===== src/shared/fcm_pkg.sv =====
// constants and types shared by the fractional core frame mapper
package fcm_pkg;

    // clock and frame timing
    localparam int CLK_HZ         = 20_000_000;          // system clock rate
    localparam int CLK_PER_US     = CLK_HZ / 1_000_000;  // cycles in one microsecond
    localparam int FRAME_US       = 500;                 // core frame length in us
    localparam int FRAME_CYC      = FRAME_US * CLK_PER_US;

    // transfer delay budget, longest times so rounded down
    localparam int DELAY_TOTAL_US = 1250;                // end to end, mean of both directions
    localparam int DELAY_TERM_US  = 450;                 // share of one termination unit
    localparam int DELAY_REG_US   = 200;                 // share of one regenerator
    localparam int DELAY_TERM_CYC = DELAY_TERM_US * CLK_PER_US;
    localparam int PIPE_CYC       = 2;                   // slot decision to line output

    // core frame layout
    localparam int CORE_BYTES     = 144;                 // bytes per core frame
    localparam int SUB_BYTES      = 36;                  // one application frame plus stuffing
    localparam int APP_BYTES      = 32;                  // time slots per application frame

    // fill pattern and special slots
    localparam logic [7:0] ALL_ONES   = 8'hFF;
    localparam logic [4:0] TS_FRAMING = 5'h00;
    localparam logic [4:0] TS_SIGNAL  = 5'h10;
    localparam logic [4:0] TS_LOW_END = 5'h0F;
    localparam logic [4:0] SLOTS_MAX  = 5'h1E;

    // line rates and pair counts
    localparam logic RATE_784   = 1'b0;
    localparam logic RATE_1168  = 1'b1;
    localparam int   PAIRS_MAX  = 3;
    localparam int   PAIRS_784  = 3;
    localparam int   PAIRS_1168 = 2;

    // mapper run state
    typedef enum logic
    {
        ST_IDLE = 1'b0,
        ST_RUN  = 1'b1
    } fcm_state_t;

    // what one application time slot carries
    typedef enum logic [1:0]
    {
        SLOT_FRAMING = 2'b00,
        SLOT_DATA    = 2'b01,
        SLOT_FILL    = 2'b10
    } fcm_slot_t;

endpackage


===== src/rtl/fcm_mapper.sv =====
// fractional core frame mapper: application bytes to per-pair line bytes and back
// Notes on behaviour
// - core frame spread over two or three pairs
// - application frame placed bytewise at fixed position
// - bytes without data carry all ones
// - unequipped pairs regenerated as all ones at receiver
// - core to pair distribution same as full system
// - framing slot first payload byte of core frame
// - own share of transfer delay under budget
// - slot sixteen reserved, data skips it, rest ones
module fcm_mapper #(
    parameter int FIFO_DEPTH = 32,
    parameter int DATA_W     = 8
) (
    // clock and reset
    input  wire logic                            SYS_CLK_IN,
    input  wire logic                            RST_IN,
    // configuration from local control logic
    input  wire logic                            MAP_ENABLE_IN,
    input  wire logic                            RATE_SEL_IN,
    input  wire logic [fcm_pkg::PAIRS_MAX-1:0]   PAIR_EQUIP_IN,
    input  wire logic [4:0]                      DATA_SLOTS_IN,
    // application side
    input  wire logic [DATA_W-1:0]               FRAMING_TS_IN,
    input  wire logic [DATA_W-1:0]               USER_DATA_IN,
    input  wire logic                            USER_VALID_IN,
    output logic                                 USER_READY_OUT,
    // core byte timing
    output logic                                 BYTE_TICK_OUT,
    output logic [1:0]                           PAIR_SEL_OUT,
    // transmit towards the line transceivers
    output logic [fcm_pkg::PAIRS_MAX*DATA_W-1:0] LINE_DATA_OUT,
    output logic [fcm_pkg::PAIRS_MAX-1:0]        LINE_VALID_OUT,
    output logic                                 LINE_FIRST_OUT,
    // receive from the line transceivers
    input  wire logic [fcm_pkg::PAIRS_MAX*DATA_W-1:0] RX_LINE_DATA_IN,
    output logic [DATA_W-1:0]                    RX_CORE_DATA_OUT,
    output logic                                 RX_CORE_VALID_OUT,
    output logic                                 RX_CORE_FIRST_OUT,
    // status
    output logic                                 UNDERRUN_OUT
);

    // timing constants at register width
    localparam logic [14:0] FRAME_W = 15'(fcm_pkg::FRAME_CYC);
    localparam logic [14:0] STEP_W  = 15'(fcm_pkg::CORE_BYTES);
    localparam logic [7:0]  CORE_LAST = 8'(fcm_pkg::CORE_BYTES - 1);
    localparam logic [5:0]  SUB_LAST  = 6'(fcm_pkg::SUB_BYTES - 1);
    localparam logic [5:0]  APP_END   = 6'(fcm_pkg::APP_BYTES);
    localparam logic [1:0]  LAST_784  = 2'(fcm_pkg::PAIRS_784 - 1);
    localparam logic [1:0]  LAST_1168 = 2'(fcm_pkg::PAIRS_1168 - 1);

    // the pipeline must fit the unit's share of the delay budget
    if (fcm_pkg::PIPE_CYC > fcm_pkg::DELAY_TERM_CYC)
    begin : g_bad_delay
        $error("fcm_mapper pipeline exceeds the delay share");
    end
    // the byte spreader gives at most one tick per cycle, so a frame needs at least 144 cycles
    if (DATA_W != 8 || FIFO_DEPTH < 2 || fcm_pkg::CORE_BYTES > fcm_pkg::FRAME_CYC)
    begin : g_bad_param
        $error("fcm_mapper parameters out of range");
    end

    // classify one application time slot against the data slot count
    function automatic fcm_pkg::fcm_slot_t slot_kind(input logic [5:0] pos, input logic [4:0] n);
        logic [4:0] ts;
        logic [4:0] nn;
        ts = pos[4:0];
        nn = (n > fcm_pkg::SLOTS_MAX) ? fcm_pkg::SLOTS_MAX : n;
        if (pos >= APP_END)
            slot_kind = fcm_pkg::SLOT_FILL;
        else if (ts == fcm_pkg::TS_FRAMING)
            slot_kind = fcm_pkg::SLOT_FRAMING;
        else if (ts == fcm_pkg::TS_SIGNAL)
            slot_kind = fcm_pkg::SLOT_FILL;
        else if (nn <= fcm_pkg::TS_LOW_END)
            slot_kind = (ts <= nn) ? fcm_pkg::SLOT_DATA : fcm_pkg::SLOT_FILL;
        else
            slot_kind = ({1'b0, ts} <= {1'b0, nn} + 6'h01) ? fcm_pkg::SLOT_DATA
                                                          : fcm_pkg::SLOT_FILL;
    endfunction

    // pick the byte of one pair from a flat bus
    function automatic logic [7:0] pair_byte(input logic [23:0] bus, input logic [1:0] p);
        pair_byte = bus[8*p +: 8];
    endfunction

    // user data buffer
    logic [DATA_W-1:0]       fifo_data;      // head word
    logic                    fifo_valid;     // head word present
    logic                    fifo_pop;       // head word used in a data slot

    fcm_fifo #(
        .WIDTH (DATA_W),
        .DEPTH (FIFO_DEPTH)
    ) u_fifo (
        .clk_in        (SYS_CLK_IN),
        .rst_in        (RST_IN),
        .in_data_in    (USER_DATA_IN),
        .in_valid_in   (USER_VALID_IN),
        .in_ready_out  (USER_READY_OUT),
        .out_data_out  (fifo_data),
        .out_valid_out (fifo_valid),
        .out_ready_in  (fifo_pop)
    );

    // timing and position state
    fcm_pkg::fcm_state_t state_reg;          // idle or mapping
    fcm_pkg::fcm_state_t state_next;
    logic [13:0]         acc_reg;            // fractional byte rate accumulator
    logic [13:0]         acc_next;
    logic [7:0]          idx_reg;            // byte index within core frame
    logic [7:0]          idx_next;
    logic [5:0]          pos_reg;            // byte index within sub-block
    logic [5:0]          pos_next;
    logic [1:0]          pair_reg;           // pair that takes the current byte
    logic [1:0]          pair_next;
    // scratch for the current byte
    logic [14:0]         acc_sum;            // accumulator plus step
    logic                tick;               // one core byte time elapsed
    logic                run_tick;           // a byte is mapped this cycle
    logic [1:0]          pair_last;          // highest pair index at this rate
    fcm_pkg::fcm_slot_t  kind;               // content of the current slot
    logic [7:0]          tx_byte;            // byte placed into the core frame

    // output registers
    logic [7:0]          line_reg [fcm_pkg::PAIRS_MAX];
    logic [7:0]          line_next [fcm_pkg::PAIRS_MAX];
    logic [2:0]          lvalid_reg;
    logic [2:0]          lvalid_next;
    logic                lfirst_reg;
    logic                lfirst_next;
    logic [7:0]          rx_reg;
    logic [7:0]          rx_next;
    logic                rvalid_reg;
    logic                rvalid_next;
    logic                rfirst_reg;
    logic                rfirst_next;
    logic                under_reg;
    logic                under_next;

    // spread 144 byte ticks evenly over each 10000-cycle frame
    always_comb
    begin
        acc_sum  = {1'b0, acc_reg} + STEP_W;
        tick     = (acc_sum >= FRAME_W);
        acc_next = tick ? 14'(acc_sum - FRAME_W) : acc_sum[13:0];
    end

    // position counters and slot content
    always_comb
    begin
        state_next = state_reg;
        idx_next   = idx_reg;
        pos_next   = pos_reg;
        pair_next  = pair_reg;
        // pair count follows the line rate only, never the equipment
        pair_last  = (RATE_SEL_IN == fcm_pkg::RATE_1168) ? LAST_1168 : LAST_784;
        run_tick   = tick & MAP_ENABLE_IN;
        kind       = slot_kind(pos_reg, DATA_SLOTS_IN);
        fifo_pop   = 1'b0;
        case (kind)
            fcm_pkg::SLOT_FRAMING: tx_byte = FRAMING_TS_IN;
            fcm_pkg::SLOT_DATA:    tx_byte = fifo_valid ? fifo_data : fcm_pkg::ALL_ONES;
            default:               tx_byte = fcm_pkg::ALL_ONES;
        endcase
        case (state_reg)
            fcm_pkg::ST_IDLE:
            begin
                // a new frame always starts at byte zero, so slot zero leads
                idx_next  = '0;
                pos_next  = '0;
                pair_next = '0;
                if (run_tick)
                begin
                    state_next = fcm_pkg::ST_RUN;
                end
            end
            fcm_pkg::ST_RUN:
            begin
                if (!MAP_ENABLE_IN)
                begin
                    // stopping drops the partial frame; restart realigns
                    state_next = fcm_pkg::ST_IDLE;
                    idx_next   = '0;
                    pos_next   = '0;
                    pair_next  = '0;
                end
            end
            default:
            begin
                state_next = fcm_pkg::ST_IDLE;
            end
        endcase
        if (run_tick)
        begin
            fifo_pop  = (kind == fcm_pkg::SLOT_DATA) & fifo_valid;
            // fixed layout keeps each slot at the same place every frame
            idx_next  = (idx_reg == CORE_LAST) ? 8'h00 : idx_reg + 8'h01;
            pos_next  = (pos_reg == SUB_LAST || idx_reg == CORE_LAST) ? 6'h00 : pos_reg + 6'h01;
            pair_next = (pair_reg >= pair_last || idx_reg == CORE_LAST) ? 2'h0 : pair_reg + 2'h1;
        end
    end

    // line and receive output values
    always_comb
    begin
        for (int p = 0; p < fcm_pkg::PAIRS_MAX; p++)
        begin
            line_next[p] = line_reg[p];
        end
        lvalid_next = '0;
        lfirst_next = 1'b0;
        rx_next     = rx_reg;
        rvalid_next = 1'b0;
        rfirst_next = 1'b0;
        under_next  = 1'b0;
        if (run_tick)
        begin
            line_next[pair_reg] = tx_byte;
            // an unequipped pair gets no strobe; its byte still carries the slot content
            lvalid_next = PAIR_EQUIP_IN & (3'b001 << pair_reg);
            lfirst_next = (idx_reg == '0);
            under_next  = (kind == fcm_pkg::SLOT_DATA) & ~fifo_valid;
            // regenerate ones for a pair that is not fitted, whatever the others do
            rx_next     = PAIR_EQUIP_IN[pair_reg] ? pair_byte(RX_LINE_DATA_IN, pair_reg)
                                                  : fcm_pkg::ALL_ONES;
            rvalid_next = 1'b1;
            rfirst_next = (idx_reg == '0);
        end
    end

    // register every group
    always_ff @(posedge SYS_CLK_IN or posedge RST_IN)
    begin
        if (RST_IN)
        begin
            state_reg  <= fcm_pkg::ST_IDLE;
            acc_reg    <= '0;
            idx_reg    <= '0;
            pos_reg    <= '0;
            pair_reg   <= '0;
            for (int p = 0; p < fcm_pkg::PAIRS_MAX; p++)
            begin
                line_reg[p] <= fcm_pkg::ALL_ONES;
            end
            lvalid_reg <= '0;
            lfirst_reg <= 1'b0;
            rx_reg     <= fcm_pkg::ALL_ONES;
            rvalid_reg <= 1'b0;
            rfirst_reg <= 1'b0;
            under_reg  <= 1'b0;
        end
        else
        begin
            state_reg  <= state_next;
            acc_reg    <= acc_next;
            idx_reg    <= idx_next;
            pos_reg    <= pos_next;
            pair_reg   <= pair_next;
            for (int p = 0; p < fcm_pkg::PAIRS_MAX; p++)
            begin
                line_reg[p] <= line_next[p];
            end
            lvalid_reg <= lvalid_next;
            lfirst_reg <= lfirst_next;
            rx_reg     <= rx_next;
            rvalid_reg <= rvalid_next;
            rfirst_reg <= rfirst_next;
            under_reg  <= under_next;
        end
    end

    // flatten the per-pair line bytes
    for (genvar g = 0; g < fcm_pkg::PAIRS_MAX; g++)
    begin : g_line
        assign LINE_DATA_OUT[8*g +: 8] = line_reg[g];
    end

    // outputs
    assign BYTE_TICK_OUT     = run_tick;
    assign PAIR_SEL_OUT      = pair_reg;
    assign LINE_VALID_OUT    = lvalid_reg;
    assign LINE_FIRST_OUT    = lfirst_reg;
    assign RX_CORE_DATA_OUT  = rx_reg;
    assign RX_CORE_VALID_OUT = rvalid_reg;
    assign RX_CORE_FIRST_OUT = rfirst_reg;
    assign UNDERRUN_OUT      = under_reg;

endmodule // fcm_mapper


===== src/rtl/fcm_fifo.sv =====
// synchronous fifo with valid and ready on both sides
module fcm_fifo #(
    parameter int WIDTH = 8,
    parameter int DEPTH = 32
) (
    // clock and reset
    input  wire logic             clk_in,
    input  wire logic             rst_in,
    // filling side
    input  wire logic [WIDTH-1:0] in_data_in,
    input  wire logic             in_valid_in,
    output logic                  in_ready_out,
    // draining side
    output logic [WIDTH-1:0]      out_data_out,
    output logic                  out_valid_out,
    input  wire logic             out_ready_in
);

    localparam int AW = $clog2(DEPTH);

    // pointers wrap naturally, so depth must be a power of two
    if (DEPTH < 2 || (DEPTH & (DEPTH - 1)) != 0)
    begin : g_bad_depth
        $error("fcm_fifo depth must be a power of two of at least 2");
    end

    logic [WIDTH-1:0] mem [DEPTH];     // storage words
    logic [AW-1:0]    wr_reg;          // write pointer
    logic [AW-1:0]    wr_next;
    logic [AW-1:0]    rd_reg;          // read pointer
    logic [AW-1:0]    rd_next;
    logic [AW:0]      cnt_reg;         // words held
    logic [AW:0]      cnt_next;
    logic             push;            // word accepted this cycle
    logic             pop;             // word drained this cycle

    // honest flags straight from the count
    assign in_ready_out  = (cnt_reg != (AW+1)'(DEPTH));
    assign out_valid_out = (cnt_reg != '0);
    assign out_data_out  = mem[rd_reg];

    // next pointer and count values
    always_comb
    begin
        push     = in_valid_in & in_ready_out;
        pop      = out_valid_out & out_ready_in;
        wr_next  = push ? wr_reg + 1'b1 : wr_reg;
        rd_next  = pop ? rd_reg + 1'b1 : rd_reg;
        cnt_next = cnt_reg;
        if (push && !pop)
        begin
            cnt_next = cnt_reg + 1'b1;
        end
        else if (pop && !push)
        begin
            cnt_next = cnt_reg - 1'b1;
        end
    end

    // pointer and count registers
    always_ff @(posedge clk_in or posedge rst_in)
    begin
        if (rst_in)
        begin
            wr_reg  <= '0;
            rd_reg  <= '0;
            cnt_reg <= '0;
        end
        else
        begin
            wr_reg  <= wr_next;
            rd_reg  <= rd_next;
            cnt_reg <= cnt_next;
        end
    end

    // storage is not reset; the count guards every read
    always_ff @(posedge clk_in)
    begin
        if (push)
        begin
            mem[wr_reg] <= in_data_in;
        end
    end

endmodule // fcm_fifo


===== config.mk =====
export PLATFORM = sky130hd
export DESIGN_NAME = fcm_mapper
export DESIGN_NICKNAME = d
export VERILOG_FILES = /design/src/shared/fcm_pkg.sv /design/src/rtl/fcm_mapper.sv /design/src/rtl/fcm_fifo.sv
export SDC_FILE = /design/constraint.sdc
export NUM_CORES = 1
export LEC_CHECK = 0
export ABC_AREA = 1
export BUFFER_PORTS_ARGS = -buffer_cell sky130_fd_sc_hd__clkbuf_2
export CAP_MARGIN = 10
export CELL_PAD_IN_SITES_DETAIL_PLACEMENT = 0
export CELL_PAD_IN_SITES_GLOBAL_PLACEMENT = 1
export CORE_MARGIN = 2
export CORE_UTILIZATION = 35
export DETAILED_ROUTE_END_ITERATION = 12
export GPL_TIMING_DRIVEN = 1
export HOLD_SLACK_MARGIN = 0.1
export PLACE_DENSITY_LB_ADDON = 0.1
export SLEW_MARGIN = 20
export SYNTH_ARGS = -nofsm -noshare
export SYNTH_HDL_FRONTEND = slang
export SYNTH_SLANG_ARGS = --single-unit

===== constraint.sdc =====
create_clock -name SYS_CLK_IN -period 3.76 [get_ports SYS_CLK_IN]
set_input_delay 0.376 -clock SYS_CLK_IN [delete_from_list [all_inputs] [get_ports SYS_CLK_IN]]
set_output_delay 0.376 -clock SYS_CLK_IN [all_outputs]
set_load 0.02 [all_outputs]

Word level (Yosys, flattened, before mapping)
Memory sizes are Yosys's and may differ from the RTL's.
Cells that the tools add are included.
{"block": "word_totals", "register_bits": 85, "latch_bits": 0, "mem_bits_rw": 256, "rom_bits": 0, "inputBits": 53, "out_inout_bits": 43, "wordCells": 106, "mem_count": 1}
{"memory": "u_fifo.mem", "depth": 32, "width": 8, "read_ports": 1, "rd_ports_with_merged_regs": 0, "write_ports": 1, "line_no": "fcm_fifo.sv:27", "text": "logic [WIDTH-1:0] mem [DEPTH];"}
{"block": "classes", "n_addsub": 10, "mul": 0, "div_mod_pow": 0, "magnitude_cmp": 10, "eq_ne": 6, "shift": 2, "n_mux": 40, "bitwise_logic": 9, "reduce_logical": 12}
{"operator": "$mux 8", "count": 6}
{"operator": "$pmux 8 s2", "count": 2}
{"operator": "$mux 6", "count": 5}
{"operator": "$bwmux 24", "count": 1}
{"operator": "$shiftx 24x6->8", "count": 1}
{"operator": "$mux 2", "count": 10}
{"operator": "$demux 8 s2", "count": 1}
{"operator": "$add 14x8->15 const B", "count": 1}
{"operator": "$ge 15x14->1 const B", "count": 1}
{"operator": "$mux 14", "count": 1}
{"operator": "$sub 14x14->14 const B", "count": 1}
{"operator": "$add 6x1->6 const B", "count": 2}
{"operator": "$pmux 6 s2", "count": 1}
{"operator": "$add 5x1->5 const B", "count": 2}
{"operator": "$add 8x1->8 const B", "count": 1}
{"operator": "$eq 8x8->1 const B", "count": 1}
{"operator": "$logic_not 8->1", "count": 1}
{"operator": "$mux 1", "count": 8}
{"operator": "$add 5x1->6 const B", "count": 1}
{"operator": "$eq 6x6->1 const B", "count": 1}
{"operator": "$ge 6x6->1 const B", "count": 1}
{"operator": "$le 5x6->1", "count": 1}
{"operator": "$ne 6x6->1 const B", "count": 1}
{"operator": "$reduce_bool 6->1", "count": 1}
{"operator": "other kinds (28)", "count": 37}

Depth between registers and ports, before layout
{"block": "depth", "word_depth": 16, "ltp_mapped": 30, "ltp_nobuf": 30}

Cells and area by module
Synthesis repeated with hierarchy kept, for this count alone.
{"block": "unflattened", "hier_cells": 1683, "area_unflattened_um2": 16171.8}
{"mod": "fcm_fifo", "instances": 1, "cells_per_inst": 1146, "area_each_um2": 11933.9}
{"mod": "fcm_mapper", "instances": 1, "cells_per_inst": 537, "area_each_um2": 4237.8}

Least setup slack after synthesis
Ideal clock, no wire load.
{"block": "synth_path", "path_type": "input port to flip-flop", "start": "in DATA_SLOTS_IN[4]", "end": "reg u_fifo.cnt_reg[5]", "setup_time_ns": 0.123, "arrival_ns": 3.879, "path_slack_ns": -0.242, "path_stages": 27, "n_path_buf": 0, "path_cell_list": "inv_1 -> nor3_1 -> nor2_1 -> ha_1 -> nand2_1 -> nor2_1 -> ha_1 -> ha_1 -> nand3_1 -> nor3b_1 -> nor2_1 -> nand2_1 -> nand4_1 -> inv_1 -> nand3_2 -> ha_1 -> inv_1 -> ha_1 -> nand2_1 -> nand2_1 -> a31oi_1 -> nor2_1 -> nor2_1 -> nor2_1 -> o21ai_0 -> nand3_1 -> xnor2_1"}
{"block": "synth_between", "elab_chain_cells": 16, "elab_cells_between_ends": 21}
{"item": "start, declared", "line_no": "fcm_mapper.sv:22", "text": "input wire logic [4:0] DATA_SLOTS_IN,"}
{"item": "$gt 5x5->1", "line_no": "fcm_mapper.sv:69", "text": "nn = (n > fcm_pkg::SLOTS_MAX) ? fcm_pkg::SLOTS_MAX : n;"}
{"item": "$mux 5 (*)", "line_no": "fcm_mapper.sv:69"}
{"item": "$add 5x1->6", "line_no": "fcm_mapper.sv:79", "text": "slot_kind = ({1'b0, ts} <= {1'b0, nn} + 6'h01) ? fcm_pkg::SLOT_DATA"}
{"item": "$le 5x6->1", "line_no": "fcm_mapper.sv:79"}
{"item": "$mux 2", "line_no": "fcm_mapper.sv:79"}
{"item": "$mux 2 (*)", "line_no": "fcm_mapper.sv:76", "text": "else if (nn <= fcm_pkg::TS_LOW_END)"}
{"item": "$mux 2 (*)", "line_no": "fcm_mapper.sv:74", "text": "else if (ts == fcm_pkg::TS_SIGNAL)"}
{"item": "$mux 2 (*)", "line_no": "fcm_mapper.sv:72", "text": "else if (ts == fcm_pkg::TS_FRAMING)"}
{"item": "$mux 2 (*)", "line_no": "fcm_mapper.sv:70", "text": "if (pos >= APP_END)"}
{"item": "$eq 2x1->1 (*)", "line_no": "fcm_mapper.sv:197", "text": "fifo_pop = (kind == fcm_pkg::SLOT_DATA) & fifo_valid;"}
{"item": "$and 1x1->1 (*)", "line_no": "fcm_mapper.sv:197"}
{"item": "$mux 1 (*)", "line_no": "fcm_mapper.sv:195", "text": "if (run_tick)"}
{"item": "$and 1x1->1 (*)", "line_no": "fcm_fifo.sv:46", "text": "pop = out_valid_out & out_ready_in;"}
{"item": "$logic_not 1->1", "line_no": "fcm_fifo.sv:50", "text": "if (push && !pop)"}
{"item": "$logic_and 1x1->1", "line_no": "fcm_fifo.sv:50"}
{"item": "$mux 6 or $reduce_bool 2->1 (tied branches)"}
{"item": "end signal, assigned", "line_no": "fcm_fifo.sv:73", "text": "cnt_reg <= cnt_next;"}
{"item": "end, declared", "line_no": "fcm_fifo.sv:32", "text": "logic [AW:0] cnt_reg;"}
Every way passes the cells marked *; elsewhere a longest branch is shown, timed or not.
A chain may end at the register's enable or synchronous reset.

Worst setup path in the final report
{"block": "layout_path", "start": "in DATA_SLOTS_IN[3]", "end": "reg u_fifo.cnt_reg[5]"}
Same word-level chain as after synthesis.

==> qor.csv <==
metric;value;unit
run_status;finished, final reports clean;
filler_cell_count;4572;
cts_inserted_buffers;41;
cap_viol_max_count;0;
timing.hold.worst.class;input port to register;
critPathSlowestCell;sky130_fd_sc_hd__ha_1;
most_common_cell_after_layout_fill_and_taps_aside;sky130_fd_sc_hd__nand2_1;
postSynthNetCount;1834;
peak_fanout_along_the_critical_path;3;
synth_warnings;0;
die-area;0.04762;sq mm
vdd_ir_drop_max;0.0003854;V
yosys.cell_types.count;41;
final_net_count;1937;
ant_nets;0;
critPathLaunchType;input port;
worst_ep_arrival_time;3.75;ns
yosys.area.top_type_share;0.4786;
routed-wl-met2;20800;microns
place_congestion;0.8007;
cts.root.buffer_cell;sky130_fd_sc_hd__clkbuf_16;
final_max_slew_viol_count;0;
post_layout_nonfiller_instances;2482;
worst_clock_skew;0.01156;ns
initial_core_util;0.3540;
drt_first_pass_iters;5;
crit_path_max_incr_delay;0.29;ns
final_hold_viol_count;0;
largest_register_ffs;256;
crit_path_frequent_cell;sky130_fd_sc_hd__nor2_1;
holdWs;0.1470;ns
clock_tree.htree_level_count;2;
setup_repair_after_global_routing_missed_its_margin;false;
drt_first_iter_violations;769;
worst_skew_pair.late_latency;0.56;ns
worst_slew_pin_slew;0.9135;ns
power-per-cell-area;484.6;mW/mm^2
cp-end-kind;register;
post_cts_clock_slew_at_the_launch_and_capture_registers_of_the_worst_setup_and_hold_paths;0.05;ns
ioPinCount;96;
via_per_inst;4.620;
max_slew_margin;0.3910;
power_leakage;8.314;nW
min_period_over_period;0.8817;
final_period_minus_worst_setup_slack;3.315;ns
cts_tree;yes;
timing_worst_setup_path_type;input port to register;
grt_pass1_wl;67520;microns
drive_gt1_frac;0.1292;
met1Wirelength;20410;microns
fin_tns_setup;0;ns
route.vias.total;11470;
remaining_drcs;0;
wire_per_inst;17.66;microns
die_w;218.2;microns
cts.path.max_buffers;3;
netlist.top_cell.by_area;sky130_fd_sc_hd__edfxtp_1;
vias_in_the_first_global_route;11300;
ranking_of_synthesized_cells_by_area;sky130_fd_sc_hd__edfxtp_1 48%, sky130_fd_sc_hd__nand2_1 16%, sky130_fd_sc_hd__dfrtp_1 7.6%;
die_y;218.2;microns
port_buffer_cells;95;
cts_setup_buffers;0;
critPathRequiredTime;4.20;ns
routed-wl-met3;1494;microns
placed_cells_incl_taps;2403;
cts.repair.resized;0;
achievable-frequency;301.6;MHz
postSynthAreaPerCell;9.195;sq um
place.detailed.hpwl;27610;microns
grt_start_max_net_pins;134;
postSynthRegisterBits;337;
drt-total-wl;43820;microns
grt_antenna_before_repair;1;
clock-sinks;337;
groute.usage.overall;0.1874;
netlist_instances;1747;
seq_area_frac_synth;0.6073;
overflow;0;
floorplan_core_area;0.04538;sq mm
syn-cell-area;0.01606;sq mm
rows;78;
synthToLayoutAreaGrowth;15.96;%
commonest_non_fill_non_tap_cells_in_the_layout;675 x sky130_fd_sc_hd__nand2_1, 256 x sky130_fd_sc_hd__edfxtp_1, 199 x sky130_fd_sc_hd__inv_1;
setup_viol;0;
topRoutingLayerUsed;met4;
ctsHoldBuffers;4;
-- synth_stat cells --
library cell	n
sky130_fd_sc_hd__fa_1	1
sky130_fd_sc_hd__buf_4	5
sky130_fd_sc_hd__and2_1	1
sky130_fd_sc_hd__nand3_4	3
sky130_fd_sc_hd__nand3_2	3
sky130_fd_sc_hd__a21oi_1	12
sky130_fd_sc_hd__a211oi_1	1
sky130_fd_sc_hd__dfstp_2	32
sky130_fd_sc_hd__nor2_1	129
sky130_fd_sc_hd__inv_2	2
sky130_fd_sc_hd__dfrtp_1	49
sky130_fd_sc_hd__nand2_2	5
sky130_fd_sc_hd__a31oi_1	1
sky130_fd_sc_hd__xnor2_1	5
sky130_fd_sc_hd__buf_1	12
sky130_fd_sc_hd__o21bai_1	1
sky130_fd_sc_hd__nor4_1	1
sky130_fd_sc_hd__o211ai_1	8
sky130_fd_sc_hd__buf_12	1
sky130_fd_sc_hd__a21boi_0	1
sky130_fd_sc_hd__nand2_1	675
sky130_fd_sc_hd__buf_6	3
sky130_fd_sc_hd__nor3b_1	2
sky130_fd_sc_hd__nand4_1	12
sky130_fd_sc_hd__clkbuf_1	26
sky130_fd_sc_hd__edfxtp_1	256
sky130_fd_sc_hd__nand2_4	4
sky130_fd_sc_hd__buf_8	1
sky130_fd_sc_hd__nand3_1	155
sky130_fd_sc_hd__xor2_1	19
sky130_fd_sc_hd__nand3b_1	2
sky130_fd_sc_hd__o21ai_1	7
sky130_fd_sc_hd__o21ai_0	38
sky130_fd_sc_hd__inv_1	204
sky130_fd_sc_hd__nor2_2	2
sky130_fd_sc_hd__buf_2	22
sky130_fd_sc_hd__nor2_4	1
sky130_fd_sc_hd__a21oi_4	1
sky130_fd_sc_hd__ha_1	33
sky130_fd_sc_hd__nor3_1	6
sky130_fd_sc_hd__clkinv_1	5
-- cell families (layout without fill, tap and decap cells) --
group	count (synthesis)	in the layout	share of synthesized area
and+or+nand+nor	1001	1001	0.2567
DFF	337	337	0.6073
buffers and inverters	281	415	0.07166
AOI/OAI and AO/OA	70	70	0.02430
adders and majority gates	34	34	0.02695
xor gates and xnor gates	24	24	0.01309
other	0	1	0
-- through the flow --
stage          worst slack, ns    util  cell area (sq um)  total power [mW]
6_report                0.4446  0.4104              18630             9.027
5_1_grt                0.01420  0.4104              18630             9.413
4_1_cts                 0.4560  0.4104              18620             9.161
3_5_place_dp           -0.1409  0.3806              17270             5.209
3_3_place_gp           -0.1045  0.3806              17270             5.204
2_1_floorplan         0.007634       -              16100             4.866
-- metal layers --
metal	vias to the layer above	track usage
met1	5423	0.2530
met4	0	0.06213
met3	67	0.02617
li1	5808	-
met5	-	0
met2	170	0.3102
-- worst paths after layout --
path | slack [ns] | from | to | cells past startpoint
min in group asynchronous | 0.47 | RST_IN | LINE_VALID_OUT[0] | 4
max in group asynchronous | 2.86 | RST_IN | u_fifo.rd_reg[0] | 4
worst max-delay path | 0.44 | DATA_SLOTS_IN[3] | u_fifo.cnt_reg[5] | 28
worst min-delay path | 0.15 | RX_LINE_DATA_IN[20] | RX_CORE_DATA_OUT[4] | 5
worst min register to register | 0.47 | LINE_DATA_OUT[11] | LINE_DATA_OUT[11] | 2
worst max register to register | 0.50 | acc_reg[4] | u_fifo.cnt_reg[5] | 25
-- where the power goes --
group / leakage [nW] / switching [mW] / internal, mW
combinational: 4.41 / 0.545 / 0.239
clock: 0.637 / 1.56 / 2.34
sequential: 3.26 / 0.0975 / 4.25
total: 8.31 / 2.21 / 6.82
-- worst max-delay path, delay by kind of cell --
family	cells	cell delay [ns]
xor gates and xnor gates	1	0.13
buffers and inverters	4	0.33
and+or+nand+nor	16	1.49
adders and majority gates	5	1.14
AOI/OAI and AO/OA	2	0.31
-- final cells by class --
| cell class | count | area [sq um] | share of cell area |
|---|---|---|---|
| clock inverters | 18 | 168.9 | 0.009068 |
| inverters | 211 | 797.0 | 0.04279 |
| well taps | 600 | 750.7 | 0.04030 |
| diodes | 1 | 2.502 | 0.0001343 |
| flip-flops and latches | 337 | 9759 | 0.5239 |
| clock buffers | 56 | 1145 | 0.06146 |
| multi-input cells | 1129 | 5192 | 0.2788 |
| repair buffers | 130 | 810.8 | 0.04353 |
No activity file was read; power rests on OpenSTA's default activity.
